--- src/shared/rra_pkg.sv ---
// Constants and types shared by the answer return engine
package rra_pkg;

   // ****************************************
   // Answer format bytes
   // ****************************************
   localparam logic [7:0] FMT_BINARY = 8'h10;
   localparam logic [7:0] FMT_RSV_LO = 8'h11;
   localparam logic [7:0] FMT_RSV_HI = 8'h1f;
   localparam logic [7:0] ASCII_TERM = 8'h2a;
   localparam logic [7:0] ASCII_FILL = 8'h20;
   localparam logic [1:0] HDR_LAST = 2'h3;

   // ****************************************
   // Register map
   // ****************************************
   localparam logic [7:0] REG_CTRL = 8'h00;
   localparam logic [7:0] REG_STAT = 8'h04;
   localparam logic [7:0] REG_ORBS = 8'h08;
   localparam logic [7:0] REG_BYTES = 8'h0c;
   localparam int CTRL_EN_BIT = 0;
   localparam int CTRL_ABORT_BIT = 1;
   localparam logic CTRL_EN_RST = 1'h1;
   localparam logic [1:0] RESP_OK = 2'h0;
   localparam logic [3:0] BE_NONE = 4'h0;

   // ****************************************
   // Carriers
   // ****************************************
   typedef struct packed {
      logic n;
      logic [1:0] request_format_field;
      logic dir;
      logic [2:0] spd;
      logic [3:0] max_payload;
      logic p;
      logic [2:0] page_size;
      logic [15:0] data_size;
      logic [31:0] data_descriptor;
   } rra_orb_t;

   typedef struct packed {
      logic [31:0] addr;
      logic [31:0] data;
      logic [3:0] be;
   } rra_word_t;

   typedef struct packed {
      logic [47:0] fifo_addr;
      logic [1:0] resp;
      logic term;
      logic [15:0] len;
   } rra_stat_t;

   typedef enum logic [3:0] {
      ST_IDLE = 4'h1,
      ST_RUN = 4'h2,
      ST_FLUSH = 4'h4,
      ST_STAT = 4'h8
   } rra_state_t;

   typedef enum logic [3:0] {
      PH_NONE = 4'h1,
      PH_HDR = 4'h2,
      PH_BODY = 4'h4,
      PH_TERM = 4'h8
   } rra_phase_t;

endpackage

--- src/hw/rra_top.sv ---
// Remote answer return engine for Receive command blocks
// Notes on behaviour
// (RULE_01) Answer returned as ASCII or binary format
// (RULE_02) Answer continues across successive Receive blocks
// (RULE_03) ASCII answer ends with asterisk
// (RULE_04) Host repeats Receive until asterisk arrives
// (RULE_05) Binary answer: 0x10 byte, length word
// (RULE_06) Leading codes 0x11 to 0x1f never emitted
// (RULE_07) Binary answer also ends with asterisk
// (RULE_08) Host sets completion notification bit
// (RULE_09) Host sets speed field to two
// (RULE_10) Page table bit clear or set accepted
// (RULE_11) Host page size zero unless page table
// (RULE_12) Host sets direction bit to one
// (RULE_13) Host sets maximum payload to nine
// (RULE_14) Host data size at least eighty bytes
// (RULE_15) Status block written to login status address
// (RULE_16) Bytes ascending, most significant first per quadlet
//
// Chosen here: the strobed register port and the placing of the registers.
`timescale 1ns/1ns
module rra_top (
   // Clock and reset
   input wire logic ref_clk,
   input wire logic rstn,
   // Register port
   input wire logic [7:0] reg_addr,
   input wire logic [31:0] reg_wdata,
   input wire logic reg_wr,
   input wire logic reg_rd,
   output logic [31:0] reg_rdata,
   // Receive command blocks
   input wire logic orb_valid,
   input rra_pkg::rra_orb_t orb,
   output logic orb_ready,
   // Answer bytes from the command processor
   input wire logic ans_valid,
   input wire logic [7:0] ans_byte,
   input wire logic ans_last,
   input wire logic ans_binary,
   input wire logic [23:0] ans_len,
   output logic ans_ready,
   // Host buffer writes
   output logic wr_valid,
   output rra_pkg::rra_word_t wr_word,
   input wire logic wr_ready,
   // Status block writes
   input wire logic [47:0] status_fifo_addr,
   output logic stat_valid,
   output rra_pkg::rra_stat_t stat,
   input wire logic stat_ready
);

   // ****************************************
   // State
   // ****************************************
   rra_pkg::rra_state_t st_q, st_d;
   rra_pkg::rra_phase_t ph_q, ph_d;
   logic en_q;
   logic [1:0] hidx_q;
   logic [31:0] hdr_q;
   logic first_q;
   logic [7:0] hold_q;
   logic hold_v_q, hold_v_d, hold_last_q;
   logic [15:0] budget_q, size_q;
   logic [31:0] waddr_q;
   logic term_q;
   logic [31:0] orbs_q, bytes_q;

   // ****************************************
   // Decode
   // ****************************************
   wire wr_ctrl = reg_wr && reg_addr == rra_pkg::REG_CTRL;
   wire orb_take = orb_valid && orb_ready; // RULE_10
   // Abort yields to a block taken in the same cycle, else RUN has no phase
   wire abort = wr_ctrl && reg_wdata[rra_pkg::CTRL_ABORT_BIT]
      && st_q == rra_pkg::ST_IDLE && !orb_take;
   wire take = ans_valid && ans_ready;
   wire run = st_q == rra_pkg::ST_RUN;
   wire in_hdr = ph_q == rra_pkg::PH_HDR;
   wire in_body = ph_q == rra_pkg::PH_BODY;
   wire in_term = ph_q == rra_pkg::PH_TERM;
   wire [7:0] hdr_byte = hdr_q[31 - 8*hidx_q -: 8];
   wire rsv_lead = first_q && hold_q >= rra_pkg::FMT_BINARY
      && hold_q <= rra_pkg::FMT_RSV_HI;
   wire [7:0] body_byte = rsv_lead ? rra_pkg::ASCII_FILL : hold_q; // RULE_06
   wire [7:0] cur_byte = in_hdr ? hdr_byte :
      in_term ? rra_pkg::ASCII_TERM : body_byte; // RULE_03 RULE_07
   wire avail = in_hdr || in_term || (in_body && hold_v_q);
   wire pk_ready, pk_idle, pk_valid, bf_ready;
   rra_pkg::rra_word_t pk_word;
   wire emit = run && avail && pk_ready && budget_q != 16'h0000;
   wire consume = emit && in_body;
   wire done_term = emit && in_term;
   wire pk_push = pk_valid && bf_ready;
   wire drained = pk_idle && !wr_valid;

   // ****************************************
   // Next state
   // ****************************************
   always_comb begin
      st_d = st_q;
      unique case (st_q)
         rra_pkg::ST_IDLE: begin
            if (orb_take) begin
               st_d = rra_pkg::ST_RUN;
            end
         end
         rra_pkg::ST_RUN: begin
            if (budget_q == 16'h0000 || done_term) begin
               st_d = rra_pkg::ST_FLUSH; // RULE_02
            end
         end
         rra_pkg::ST_FLUSH: begin
            if (drained) begin
               st_d = rra_pkg::ST_STAT;
            end
         end
         rra_pkg::ST_STAT: begin
            if (stat_valid && stat_ready) begin
               st_d = rra_pkg::ST_IDLE;
            end
         end
      endcase
   end

   always_comb begin
      ph_d = ph_q;
      if (abort) begin
         ph_d = rra_pkg::PH_NONE;
      end else if (orb_take && ph_q == rra_pkg::PH_NONE) begin
         ph_d = ans_binary ? rra_pkg::PH_HDR
            : rra_pkg::PH_BODY; // RULE_01
      end else if (emit && in_hdr && hidx_q == rra_pkg::HDR_LAST) begin
         ph_d = rra_pkg::PH_BODY; // RULE_05
      end else if (consume && hold_last_q) begin
         ph_d = rra_pkg::PH_TERM;
      end else if (done_term) begin
         ph_d = rra_pkg::PH_NONE;
      end
   end

   always_comb begin
      hold_v_d = hold_v_q;
      if (take) begin
         hold_v_d = 1'b1;
      end else if (consume || abort) begin
         hold_v_d = 1'b0;
      end
   end

   // ****************************************
   // Answer sequencing
   // ****************************************
   always_ff @(posedge ref_clk or negedge rstn) begin
      if (!rstn) begin
         st_q <= rra_pkg::ST_IDLE;
         ph_q <= rra_pkg::PH_NONE;
         hidx_q <= 2'h0;
         hdr_q <= 32'h0000_0000;
         first_q <= 1'b0;
      end else begin
         st_q <= st_d;
         ph_q <= ph_d;
         if (orb_take && ph_q == rra_pkg::PH_NONE) begin
            hidx_q <= 2'h0;
            hdr_q <= {rra_pkg::FMT_BINARY, ans_len}; // RULE_05
            first_q <= !ans_binary;
         end else if (emit && in_hdr) begin
            hidx_q <= hidx_q + 2'h1;
         end
         if (consume) begin
            first_q <= 1'b0;
         end
      end
   end

   always_ff @(posedge ref_clk or negedge rstn) begin
      if (!rstn) begin
         hold_q <= 8'h00;
         hold_last_q <= 1'b0;
         hold_v_q <= 1'b0;
         ans_ready <= 1'b0;
      end else begin
         if (take) begin
            hold_q <= ans_byte;
            hold_last_q <= ans_last;
         end
         hold_v_q <= hold_v_d;
         ans_ready <= !hold_v_d;
      end
   end

   // ****************************************
   // Buffer window of the current block
   // ****************************************
   always_ff @(posedge ref_clk or negedge rstn) begin
      if (!rstn) begin
         budget_q <= 16'h0000;
         size_q <= 16'h0000;
         waddr_q <= 32'h0000_0000;
         term_q <= 1'b0;
         orb_ready <= 1'b0;
      end else begin
         orb_ready <= st_d == rra_pkg::ST_IDLE && en_q && !orb_take;
         if (orb_take) begin
            budget_q <= orb.data_size;
            size_q <= orb.data_size;
            waddr_q <= orb.data_descriptor;
            term_q <= 1'b0;
         end else begin
            if (emit) begin
               budget_q <= budget_q - 16'h0001;
            end
            if (pk_push) begin
               waddr_q <= waddr_q + 32'h0000_0004; // RULE_16
            end
            if (done_term) begin
               term_q <= 1'b1;
            end
         end
      end
   end

   // ****************************************
   // Status block
   // ****************************************
   always_ff @(posedge ref_clk or negedge rstn) begin
      if (!rstn) begin
         stat_valid <= 1'b0;
         stat <= '0;
      end else begin
         if (st_q == rra_pkg::ST_FLUSH && drained) begin
            stat_valid <= 1'b1; // RULE_15
            stat <= '{fifo_addr: status_fifo_addr,
               resp: rra_pkg::RESP_OK, term: term_q,
               len: size_q - budget_q};
         end else if (stat_ready) begin
            stat_valid <= 1'b0;
         end
      end
   end

   // ****************************************
   // Registers
   // ****************************************
   wire [31:0] stat_word = {28'h000_0000, term_q,
      ph_q != rra_pkg::PH_NONE, hold_v_q, st_q != rra_pkg::ST_IDLE};
   wire [31:0] rd_mux =
      reg_addr == rra_pkg::REG_CTRL ? {31'h0, en_q} :
      reg_addr == rra_pkg::REG_STAT ? stat_word :
      reg_addr == rra_pkg::REG_ORBS ? orbs_q :
      reg_addr == rra_pkg::REG_BYTES ? bytes_q : 32'h0000_0000;

   always_ff @(posedge ref_clk or negedge rstn) begin
      if (!rstn) begin
         en_q <= rra_pkg::CTRL_EN_RST;
         orbs_q <= 32'h0000_0000;
         bytes_q <= 32'h0000_0000;
         reg_rdata <= 32'h0000_0000;
      end else begin
         if (wr_ctrl) begin
            en_q <= reg_wdata[rra_pkg::CTRL_EN_BIT];
         end
         if (stat_valid && stat_ready) begin
            orbs_q <= orbs_q + 32'h0000_0001;
         end
         if (emit) begin
            bytes_q <= bytes_q + 32'h0000_0001;
         end
         reg_rdata <= reg_rd ? rd_mux : 32'h0000_0000;
      end
   end

   // ****************************************
   // Datapath
   // ****************************************
   rra_pack u_pack (
      .ref_clk(ref_clk),
      .rstn(rstn),
      .in_valid(emit),
      .in_byte(cur_byte),
      .flush(st_q == rra_pkg::ST_FLUSH),
      .word_addr(waddr_q),
      .in_ready(pk_ready),
      .idle(pk_idle),
      .out_valid(pk_valid),
      .out_word(pk_word),
      .out_ready(bf_ready)
   );

   rra_buf2 u_buf (
      .ref_clk(ref_clk),
      .rstn(rstn),
      .in_valid(pk_valid),
      .in_word(pk_word),
      .in_ready(bf_ready),
      .out_valid(wr_valid),
      .out_word(wr_word),
      .out_ready(wr_ready)
   );

endmodule // rra_top

--- src/hw/rra_buf2.sv ---
// Two-entry buffer for host buffer quadlet writes
`timescale 1ns/1ns
module rra_buf2 (
   // Clock and reset
   input wire logic ref_clk,
   input wire logic rstn,
   // Fill side
   input wire logic in_valid,
   input rra_pkg::rra_word_t in_word,
   output logic in_ready,
   // Drain side
   output logic out_valid,
   output rra_pkg::rra_word_t out_word,
   input wire logic out_ready
);
   rra_pkg::rra_word_t ent_q [2];
   logic wp_q, rp_q;
   logic [1:0] cnt_q, cnt_d;
   wire push = in_valid && in_ready;
   wire pop = out_valid && out_ready;

   assign cnt_d = cnt_q + {1'b0, push} - {1'b0, pop};
   assign out_word = ent_q[rp_q];

   always_ff @(posedge ref_clk) begin
      if (push) begin
         ent_q[wp_q] <= in_word;
      end
   end

   always_ff @(posedge ref_clk or negedge rstn) begin
      if (!rstn) begin
         wp_q <= 1'b0;
         rp_q <= 1'b0;
         cnt_q <= 2'h0;
         in_ready <= 1'b1;
         out_valid <= 1'b0;
      end else begin
         wp_q <= wp_q ^ push;
         rp_q <= rp_q ^ pop;
         cnt_q <= cnt_d;
         in_ready <= cnt_d != 2'h2;
         out_valid <= cnt_d != 2'h0;
      end
   end
endmodule // rra_buf2

--- src/hw/rra_pack.sv ---
// Byte to quadlet packer, most significant byte first
`timescale 1ns/1ns
module rra_pack (
   // Clock and reset
   input wire logic ref_clk,
   input wire logic rstn,
   // Byte side
   input wire logic in_valid,
   input wire logic [7:0] in_byte,
   input wire logic flush,
   input wire logic [31:0] word_addr,
   output logic in_ready,
   output logic idle,
   // Quadlet side
   output logic out_valid,
   output rra_pkg::rra_word_t out_word,
   input wire logic out_ready
);
   logic [1:0] cnt_q;
   logic [31:0] data_q;
   logic [3:0] be_q;
   wire take = in_valid && in_ready;
   wire full = take && (cnt_q == rra_pkg::HDR_LAST);
   wire part = flush && !out_valid && (cnt_q != 2'h0);

   assign in_ready = !out_valid;
   assign idle = !out_valid && (cnt_q == 2'h0);
   assign out_word = '{addr: word_addr, data: data_q, be: be_q};

   // ****************************************
   // Byte lanes, lane 0 in bits 31:24
   // ****************************************
   genvar i;
   generate
      for (i = 0; i < 4; i++) begin : g_lane
         always_ff @(posedge ref_clk or negedge rstn) begin
            if (!rstn) begin
               data_q[31-8*i -: 8] <= 8'h00;
               be_q[3-i] <= 1'b0;
            end else if (take && cnt_q == 2'(i)) begin
               data_q[31-8*i -: 8] <= in_byte; // RULE_16
               be_q[3-i] <= 1'b1;
            end else if (out_valid && out_ready) begin
               data_q[31-8*i -: 8] <= 8'h00;
               be_q[3-i] <= 1'b0;
            end
         end
      end
   endgenerate

   always_ff @(posedge ref_clk or negedge rstn) begin
      if (!rstn) begin
         cnt_q <= 2'h0;
         out_valid <= 1'b0;
      end else begin
         if (take) begin
            cnt_q <= cnt_q + 2'h1;
         end else if (part) begin
            cnt_q <= 2'h0;
         end
         if (full || part) begin
            out_valid <= 1'b1;
         end else if (out_ready) begin
            out_valid <= 1'b0;
         end
      end
   end
endmodule // rra_pack

--- config.mk ---
export PLATFORM = sky130hd
export DESIGN_NAME = rra_top
export DESIGN_NICKNAME = d
export VERILOG_FILES = /design/src/shared/rra_pkg.sv /design/src/hw/rra_top.sv /design/src/hw/rra_buf2.sv /design/src/hw/rra_pack.sv
export SDC_FILE = /design/constraint.sdc
export NUM_CORES = 1
export LEC_CHECK = 0
export BUFFER_PORTS_ARGS = -buffer_cell sky130_fd_sc_hd__buf_2
export CAP_MARGIN = 40
export CORE_AREA = 2 2 144 286
export CTS_CLUSTER_SIZE = 30
export DETAILED_ROUTE_END_ITERATION = 8
export DIE_AREA = 0 0 146 288
export PLACE_DENSITY = 0.72
export SYNTH_ARGS = -nofsm -noshare
export SYNTH_HDL_FRONTEND = slang
export SYNTH_SLANG_ARGS = --single-unit
export TNS_END_PERCENT = 30
--- constraint.sdc ---
create_clock -name ref_clk -period 4.1 [get_ports ref_clk]
set_input_delay 0.41 -clock ref_clk [delete_from_list [all_inputs] [get_ports ref_clk]]
set_output_delay 0.41 -clock ref_clk [all_outputs]
set_load 0.02 [all_outputs]
==> results of run 1 <==
-- worst max-delay path, stage by stage (launching register included) --
cell	delay (ns)
dfrtp_1	0.44
inv_1	0.13
ha_1	0.38
nor3b_2	0.25
and4_1	0.44
nand3b_1	0.62
nor2_1	0.12
a31oi_1	0.37
a32o_1	0.22
-- cell type report --
type,count,area share
diodes,7,0.000752
clock buffers,52,0.0476
clock inverters,23,0.0137
inverters,34,0.00548
multi-input cells,1108,0.301
flip-flops and latches,457,0.520
well taps,530,0.0285
repair buffers,338,0.0823
-- state kept, by name, summed over array words and instances (netlist names), 4 cells and up --
signal	count
u_buf.ent_q	136
stat	65
u_pack.out_word	36
bytes_q	32
orbs_q	32
reg_rdata	32
waddr_q	32
hdr_q	25
budget_q	16
size_q	16
hold_q	8
ph_q	4
st_q	4
-- cell usage in the layout, fill, tap and decap left out, types with 42 or more instances in the layout --
cell type  synthesis  layout
clkbuf_16          0      42
nor2_1            68      67
xnor2_1           81      81
nand3_1           82      82
dfrtp_1          317     316
o21ai_0           72      72
mux2_2           112     112
buf_2             15     315
nand2_1          369     369
edfxtp_1         136     136
-- through the flow --
stage | area [µm²] | hold WS, ns | setup WS, ns | util
finish | 23300 | 0.0567 | 1.06 | 0.581
global route | 23300 | 0.0444 | 0.806 | 0.581
CTS | 23300 | 0.0342 | 1.09 | 0.581
detailed placement | 21800 | 0.448 | 1.12 | 0.545
global placement | 21700 | 0.448 | 1.01 | 0.541
floorplan | 19600 | 0.114 | 1.28 | -
-- final timing paths --
check / start / end / depth (start not counted)
worst max-delay path: budget_q[1]$_DFFE_PN0P_ / ph_q[1]$_DFFE_PN0P_ / 8
worst min-delay path: status_fifo_addr[20] / stat[39]$_DFFE_PN0P_ / 3
worst max register to register: budget_q[1]$_DFFE_PN0P_ / ph_q[1]$_DFFE_PN0P_ / 8
worst min register to register: hdr_q[28]$_DFFE_PN0P_ / hdr_q[28]$_DFFE_PN0P_ / 1
max in group asynchronous: rstn / stat[19]$_DFFE_PN0P_ / 3
min in group asynchronous: rstn / u_pack.out_word[13]$_DFFE_PN0P_ / 2
-- power by group --
part / internal (mW) / switching, mW
clock network: 2.33 / 1.72
logic: 0.246 / 0.335
registers: 4.73 / 0.0431
total: 7.31 / 2.10
-- per-layer routing --
metal  vias up  GRT usage  share of wire
li1       6403          -              -
met1      6812      0.240           0.36
met2       377      0.413           0.55
met3       128     0.0301          0.037
met4         4      0.124          0.058
met5         -          0        0.00051
-- logic make-up (layout without fill, tap and decap cells) --
| kind of cell | count (synthesis) | in the layout | synth area share |
|---|---|---|---|
| other | 1 | 9 | 0.000191 |
| flip-flops | 457 | 457 | 0.618 |
| multiplexers | 117 | 117 | 0.0682 |
| adder cells (fa/ha/maj) | 29 | 29 | 0.0189 |
| XOR/XNOR | 120 | 120 | 0.0536 |
| AND/OR/NAND/NOR | 659 | 659 | 0.158 |
| AO/OA/AOI/OAI | 181 | 181 | 0.0579 |
| buffers and inverters | 113 | 447 | 0.0247 |
==> metrics.md, run 1 <==
| Metric | Value |
|---|---|
| CTS max path bufs | 3 |
| CTS tree | done |
| Fraction of layout cells with a size suffix above 1 | 0.275 |
| DP Cell Count | 2,466 |
| Worst R2R Setup Slack | 1.06 ns |
| Initial antenna violation count | 8 |
| Chip width | 146 µm |
| PwrDens | 404 nW/µm² |
| Outcome | finished, final reports clean |
| Total power draw | 9.41 mW |
| Iteration-0 DRC count of the detailed router | 610 |
| Most frequent cell after synthesis | nand2_1 |
| Synth Area per Inst | 11.7 µm² |
| Wirelength, routed | 47,100 µm |
| Minimum clock period | 3.04 ns |
| Die height | 288 µm |
| Initial core utilization | 0.489 |
| Synth-to-layout area growth | 18.8% |
| H-tree depth | 2 |
| Worst skew pair latency | 0.55 ns |
| Setup Skew | 0.0165 ns |
| Sequential cell area | 12,100 µm² |
| Wirelength per Cell | 18.5 µm |
| Final setup TNS | 0 ns |
| Worst endpoint data arrival time | 3.52 ns |
| RSZ-0062 raised after global routing | no |
| Gpl congestion | 0.841 |
| Setup crit start kind | flip-flop |
| Setup Fix Bufs, Post-CTS | 0 |
| Netlist cell types | 69 |
| First-pass GRT wire length | 73,900 µm |
| Worst-Margin Slew | 0.983 ns |
| Fmax | 0.329 GHz |
| First-pass iteration count of the detailed router | 5 |
| GRT Total Usage | 0.221 |
| Flops & latches, synth | 457 |
| Normalized max-slew margin | 0.345 |
| Row cnt | 104 |
| Core area | 40,100 µm² |
| YS warnings | 0 |
| Fin nets | 2,202 |
| P_leak | 10.3 nW |
| Max FO, Critical Path | 13 |
| Total CTS buffers | 41 |
| Async SR Flop Fraction | 0.702 |
| IO Port Bufs | 316 |
| Clock Tree Root | clkbuf_16 |
| Synth top area cells | dfrtp_1 40%, edfxtp_1 21%, nand2_1 7.1%, mux2_2 6.4%, xnor2_1 3.6% |
| Post-synth top area cell | dfrtp_1 |
| Largest net degree at the start of global routing | 122 |
| Hold Crit Class | in2reg |
| Post-synth EDFFs | 136 |
| GR Overflow Total | 0 |
| Ys flop type | dfrtp_1 |
| Final ANT Viol Nets | 0 |
| Top cell type's share of synthesized area | 0.405 |
| CP Capture Type | flip-flop |
| Commonest cells post-synth | 369 x nand2_1, 317 x dfrtp_1, 136 x edfxtp_1, 112 x mux2_2, 82 x nand3_1 |
| Number of hold buffers added after cts | 1 |
| Post-CTS Resized | 0 |
| Setup Crit Path Kind | reg2reg |
| CTS Sinks | 457 |
| Max cap viols | 0 |
| Post-DP HPWL | 33,900 µm |
| Synthesized instance count | 1,677 |
| Maximum vdd drop | 0.286 mV |
| Fillers | 3,358 |
| Final Max Slew Viols | 0 |
| Clock Pin Slew Worst Setup and Hold Paths | 0.07 ns |
| Die footprint | 42,000 µm² |
| Sequential element share of the synthesized area | 0.618 |
| CP Data Required Time | 4.58 ns |
| Vias in the first global route | 14.0k |
| Cell Count, Final, Fillers Out | 2,549 |
| Vias after detailed routing | 13.7k |
| Period utilization | 0.741 |
| Endpoints failing setup | 0 |
| Multi-input logic area | 7020 µm² |
| Hold violation count in the final report | 0 |
| Routed vias/inst | 5.38 |
| # IOs | 364 |
| Synthesized area | 19,600 µm² |
| DR DRC count | 0 |
Note: power is estimated with default switching activity, not from simulation.
==> run 2: changes to the inputs <==
--- a/config.mk
+++ b/config.mk
@@ -5,12 +5,13 @@
 export SDC_FILE = /design/constraint.sdc
 export NUM_CORES = 1
 export LEC_CHECK = 0
+export ABC_AREA = 1
 export BUFFER_PORTS_ARGS = -buffer_cell sky130_fd_sc_hd__buf_2
 export CAP_MARGIN = 40
-export CORE_AREA = 2 2 144 286
+export CORE_AREA = 2 2 148 295
 export CTS_CLUSTER_SIZE = 30
 export DETAILED_ROUTE_END_ITERATION = 8
-export DIE_AREA = 0 0 146 288
+export DIE_AREA = 0 0 150 297
 export PLACE_DENSITY = 0.72
 export SYNTH_ARGS = -nofsm -noshare
 export SYNTH_HDL_FRONTEND = slang
==> constraint.sdc (replaced) <==
create_clock -name ref_clk -period 3.1 [get_ports ref_clk]
set_input_delay 0.31 -clock ref_clk [delete_from_list [all_inputs] [get_ports ref_clk]]
set_output_delay 0.31 -clock ref_clk [all_outputs]
set_load 0.02 [all_outputs]
==> metrics.md, run 2 <==
| Metric | Value |
|---|---|
| Period utilization | 0.778 |
| Commonest cells post-synth | 905 x nand2_1, 317 x dfrtp_1, 167 x inv_1, 152 x nor2_1, 141 x o21ai_0 |
| GR Overflow Total | 0 |
| Fmax | 0.414 GHz |
| CP Data Required Time | 2.79 ns |
| Vias in the first global route | 17.0k |
| Async SR Flop Fraction | 0.702 |
| CTS max path bufs | 3 |
| Clock Tree Root | clkbuf_16 |
| Routed vias/inst | 5.19 |
| Final Max Slew Viols | 0 |
| Post-DP HPWL | 37,900 µm |
| CTS Sinks | 457 |
| RSZ-0062 raised after global routing | no |
| First-pass iteration count of the detailed router | 7 |
| Sequential element share of the synthesized area | 0.577 |
| Clock Pin Slew Worst Setup and Hold Paths | 0.07 ns |
| R2R cell count | 10 |
| PwrDens | 535 nW/µm² |
| CP Capture Type | output port |
| Max FO, Critical Path | 37 |
| Hold violation count in the final report | 0 |
| Wirelength, routed | 55,000 µm |
| Outcome | finished, final reports clean |
| Vias after detailed routing | 17.4k |
| Iteration-0 DRC count of the detailed router | 1,239 |
| Synth-to-layout area growth | 21.7% |
| Setup Fix Bufs, Post-CTS | 0 |
| Wirelength per Cell | 16.4 µm |
| Row cnt | 107 |
| Synth Area per Inst | 8.90 µm² |
| Post-synth top area cell | dfrtp_1 |
| Die footprint | 44,600 µm² |
| Flops & latches, synth | 457 |
| Synthesized instance count | 2,359 |
| Initial core utilization | 0.496 |
| GRT Total Usage | 0.248 |
| Maximum vdd drop | 0.608 mV |
| Worst-Margin Slew | 0.866 ns |
| Max FFs per register | 136 |
| Ys flop type | dfrtp_1 |
| Synthesized area | 21,000 µm² |
| Die height | 297 µm |
| Most flop-heavy register | u_buf.ent_q |
| Netlist cell types | 59 |
| Ant diodes | 0 |
| Setup crit start kind | flip-flop |
| Fraction of layout cells with a size suffix above 1 | 0.170 |
| Normalized max-slew margin | 0.422 |
| First-pass GRT wire length | 88,500 µm |
| Initial antenna violation count | 0 |
| Largest net degree at the start of global routing | 83 |
| Fillers | 3,628 |
| Post-synth EDFFs | 136 |
| Final setup TNS | 0 ns |
| Chip width | 150 µm |
| Top cell type's share of synthesized area | 0.378 |
| DR DRC count | 0 |
| Gpl congestion | 0.940 |
| Core area | 42,300 µm² |
| Final instance area | 25,500 µm² |
| Worst endpoint data arrival time | 2.10 ns |
| Setup Crit Path Kind | reg2out |
| Most frequent cells in the layout | 903 x nand2_1, 316 x dfrtp_1, 315 x buf_2 |
| YS warnings | 0 |
| H-tree depth | 2 |
| Hold Crit Class | in2reg |
| Endpoints failing setup | 0 |
| Most common library cell in the layout ignoring fill and taps | nand2_1 |
| Synth top area cells | dfrtp_1 38%, edfxtp_1 19%, nand2_1 16%, o21ai_0 3.4%, inv_1 3.0% |
| Placed cell areas | 23,300 µm² |
| # IOs | 364 |
| Fin nets | 2,990 |
| Max cap viols | 0 |
| CTS tree | done |
| Total CTS buffers | 40 |
| Minimum clock period | 2.41 ns |
| Most frequent cell after synthesis | nand2_1 |
| IO Port Bufs | 316 |
| Setup Skew | 0.0182 ns |
| Worst skew pair latency | 0.56 ns |
| Final ANT Viol Nets | 0 |
| P_leak | 12.0 nW |
| WHS Path Cells | 3 |
## run 2: final timing paths
| check | startpoint | end | slack [ns] |
|---|---|---|---|
| min in group asynchronous | rstn | st_q[2]$_DFF_PN0_ | 0.34 |
| setup reg to reg | budget_q[1]$_DFFE_PN0P_ | u_pack.cnt_q[1]$_DFFE_PN0P_ | 0.69 |
| max in group asynchronous | rstn | ph_q[0]$_DFFE_PN1P_ | 1.92 |
| hold / removal | ans_byte[5] | hold_q[5]$_DFFE_PN0P_ | 0.02 |
| setup / recovery | u_buf.rp_q$_DFF_PN0_ | wr_word[16] | 0.69 |
| hold reg to reg | hdr_q[28]$_DFFE_PN0P_ | hdr_q[28]$_DFFE_PN0P_ | 0.45 |
## run 2: layout make-up
cell class	count	area (µm²)	share of cell area
multi-input combinational	1651	7890	0.309
sequential	457	12100	0.475
inverter	179	677	0.0265
clock buffer	52	1110	0.0433
tap	545	682	0.0267
clock inverter	21	240	0.00940
timing repair buffer	439	2830	0.111
## run 2: metal layers
metal	up-vias	share of wire	wire length, µm	track usage
met5	-	0	0	0
met4	0	0.034	1850	0.0809
met3	116	0.058	3170	0.0293
met2	618	0.49	26800	0.416
met1	8175	0.42	23100	0.334
li1	8452	-	-	-
## run 2: where the power goes
group          switching [mW]  leakage (nW)  internal (mW)
Clock                    2.28         0.652           2.89
Combinational            1.44          6.31          0.707
Sequential             0.0726          5.08           6.27
Total                    3.79          12.0           9.87
## run 2: cells by family (layout without fill, tap and decap cells)
group / Yosys count / in the layout / synth area share
other cells: 1 / 2 / 0.000179
compound gates: 262 / 262 / 0.0697
xor+xnor: 88 / 88 / 0.0367
fa+ha+maj: 29 / 29 / 0.0176
flops: 457 / 457 / 0.577
mux: 9 / 9 / 0.00483
simple gates: 1261 / 1261 / 0.246
buf+inv: 252 / 691 / 0.0479
## run 2: critical path, cell delays in order (launching register included)
cell     delay, ns
dfrtp_2       0.41
inv_2         0.45
buf_12        0.28
nand2_1       0.07
nand2_1       0.14
buf_2         0.19
## run 2: stage by stage
step | total power [mW] | worst slack (ns) | cells | util | hold WS, ns
2_1_floorplan | 7.70 | 0.181 | 2360 | - | 0.0144
3_3_place_gp | 8.53 | 0.745 | 3179 | 0.550 | 0.352
3_5_place_dp | 8.55 | 0.685 | 3179 | 0.550 | 0.360
4_1_cts | 13.8 | 0.656 | 3344 | 0.604 | 0.00394
5_1_grt | 14.2 | 0.533 | 3344 | 0.604 | 0.0358
6_report | 13.7 | 0.687 | 3344 | 0.604 | 0.0237
## run 2: timing repair
action                    4_1_cts  5_1_grt
resized for setup               0        0
hold endpoints to repair      164        0
hold buffers                   92        0
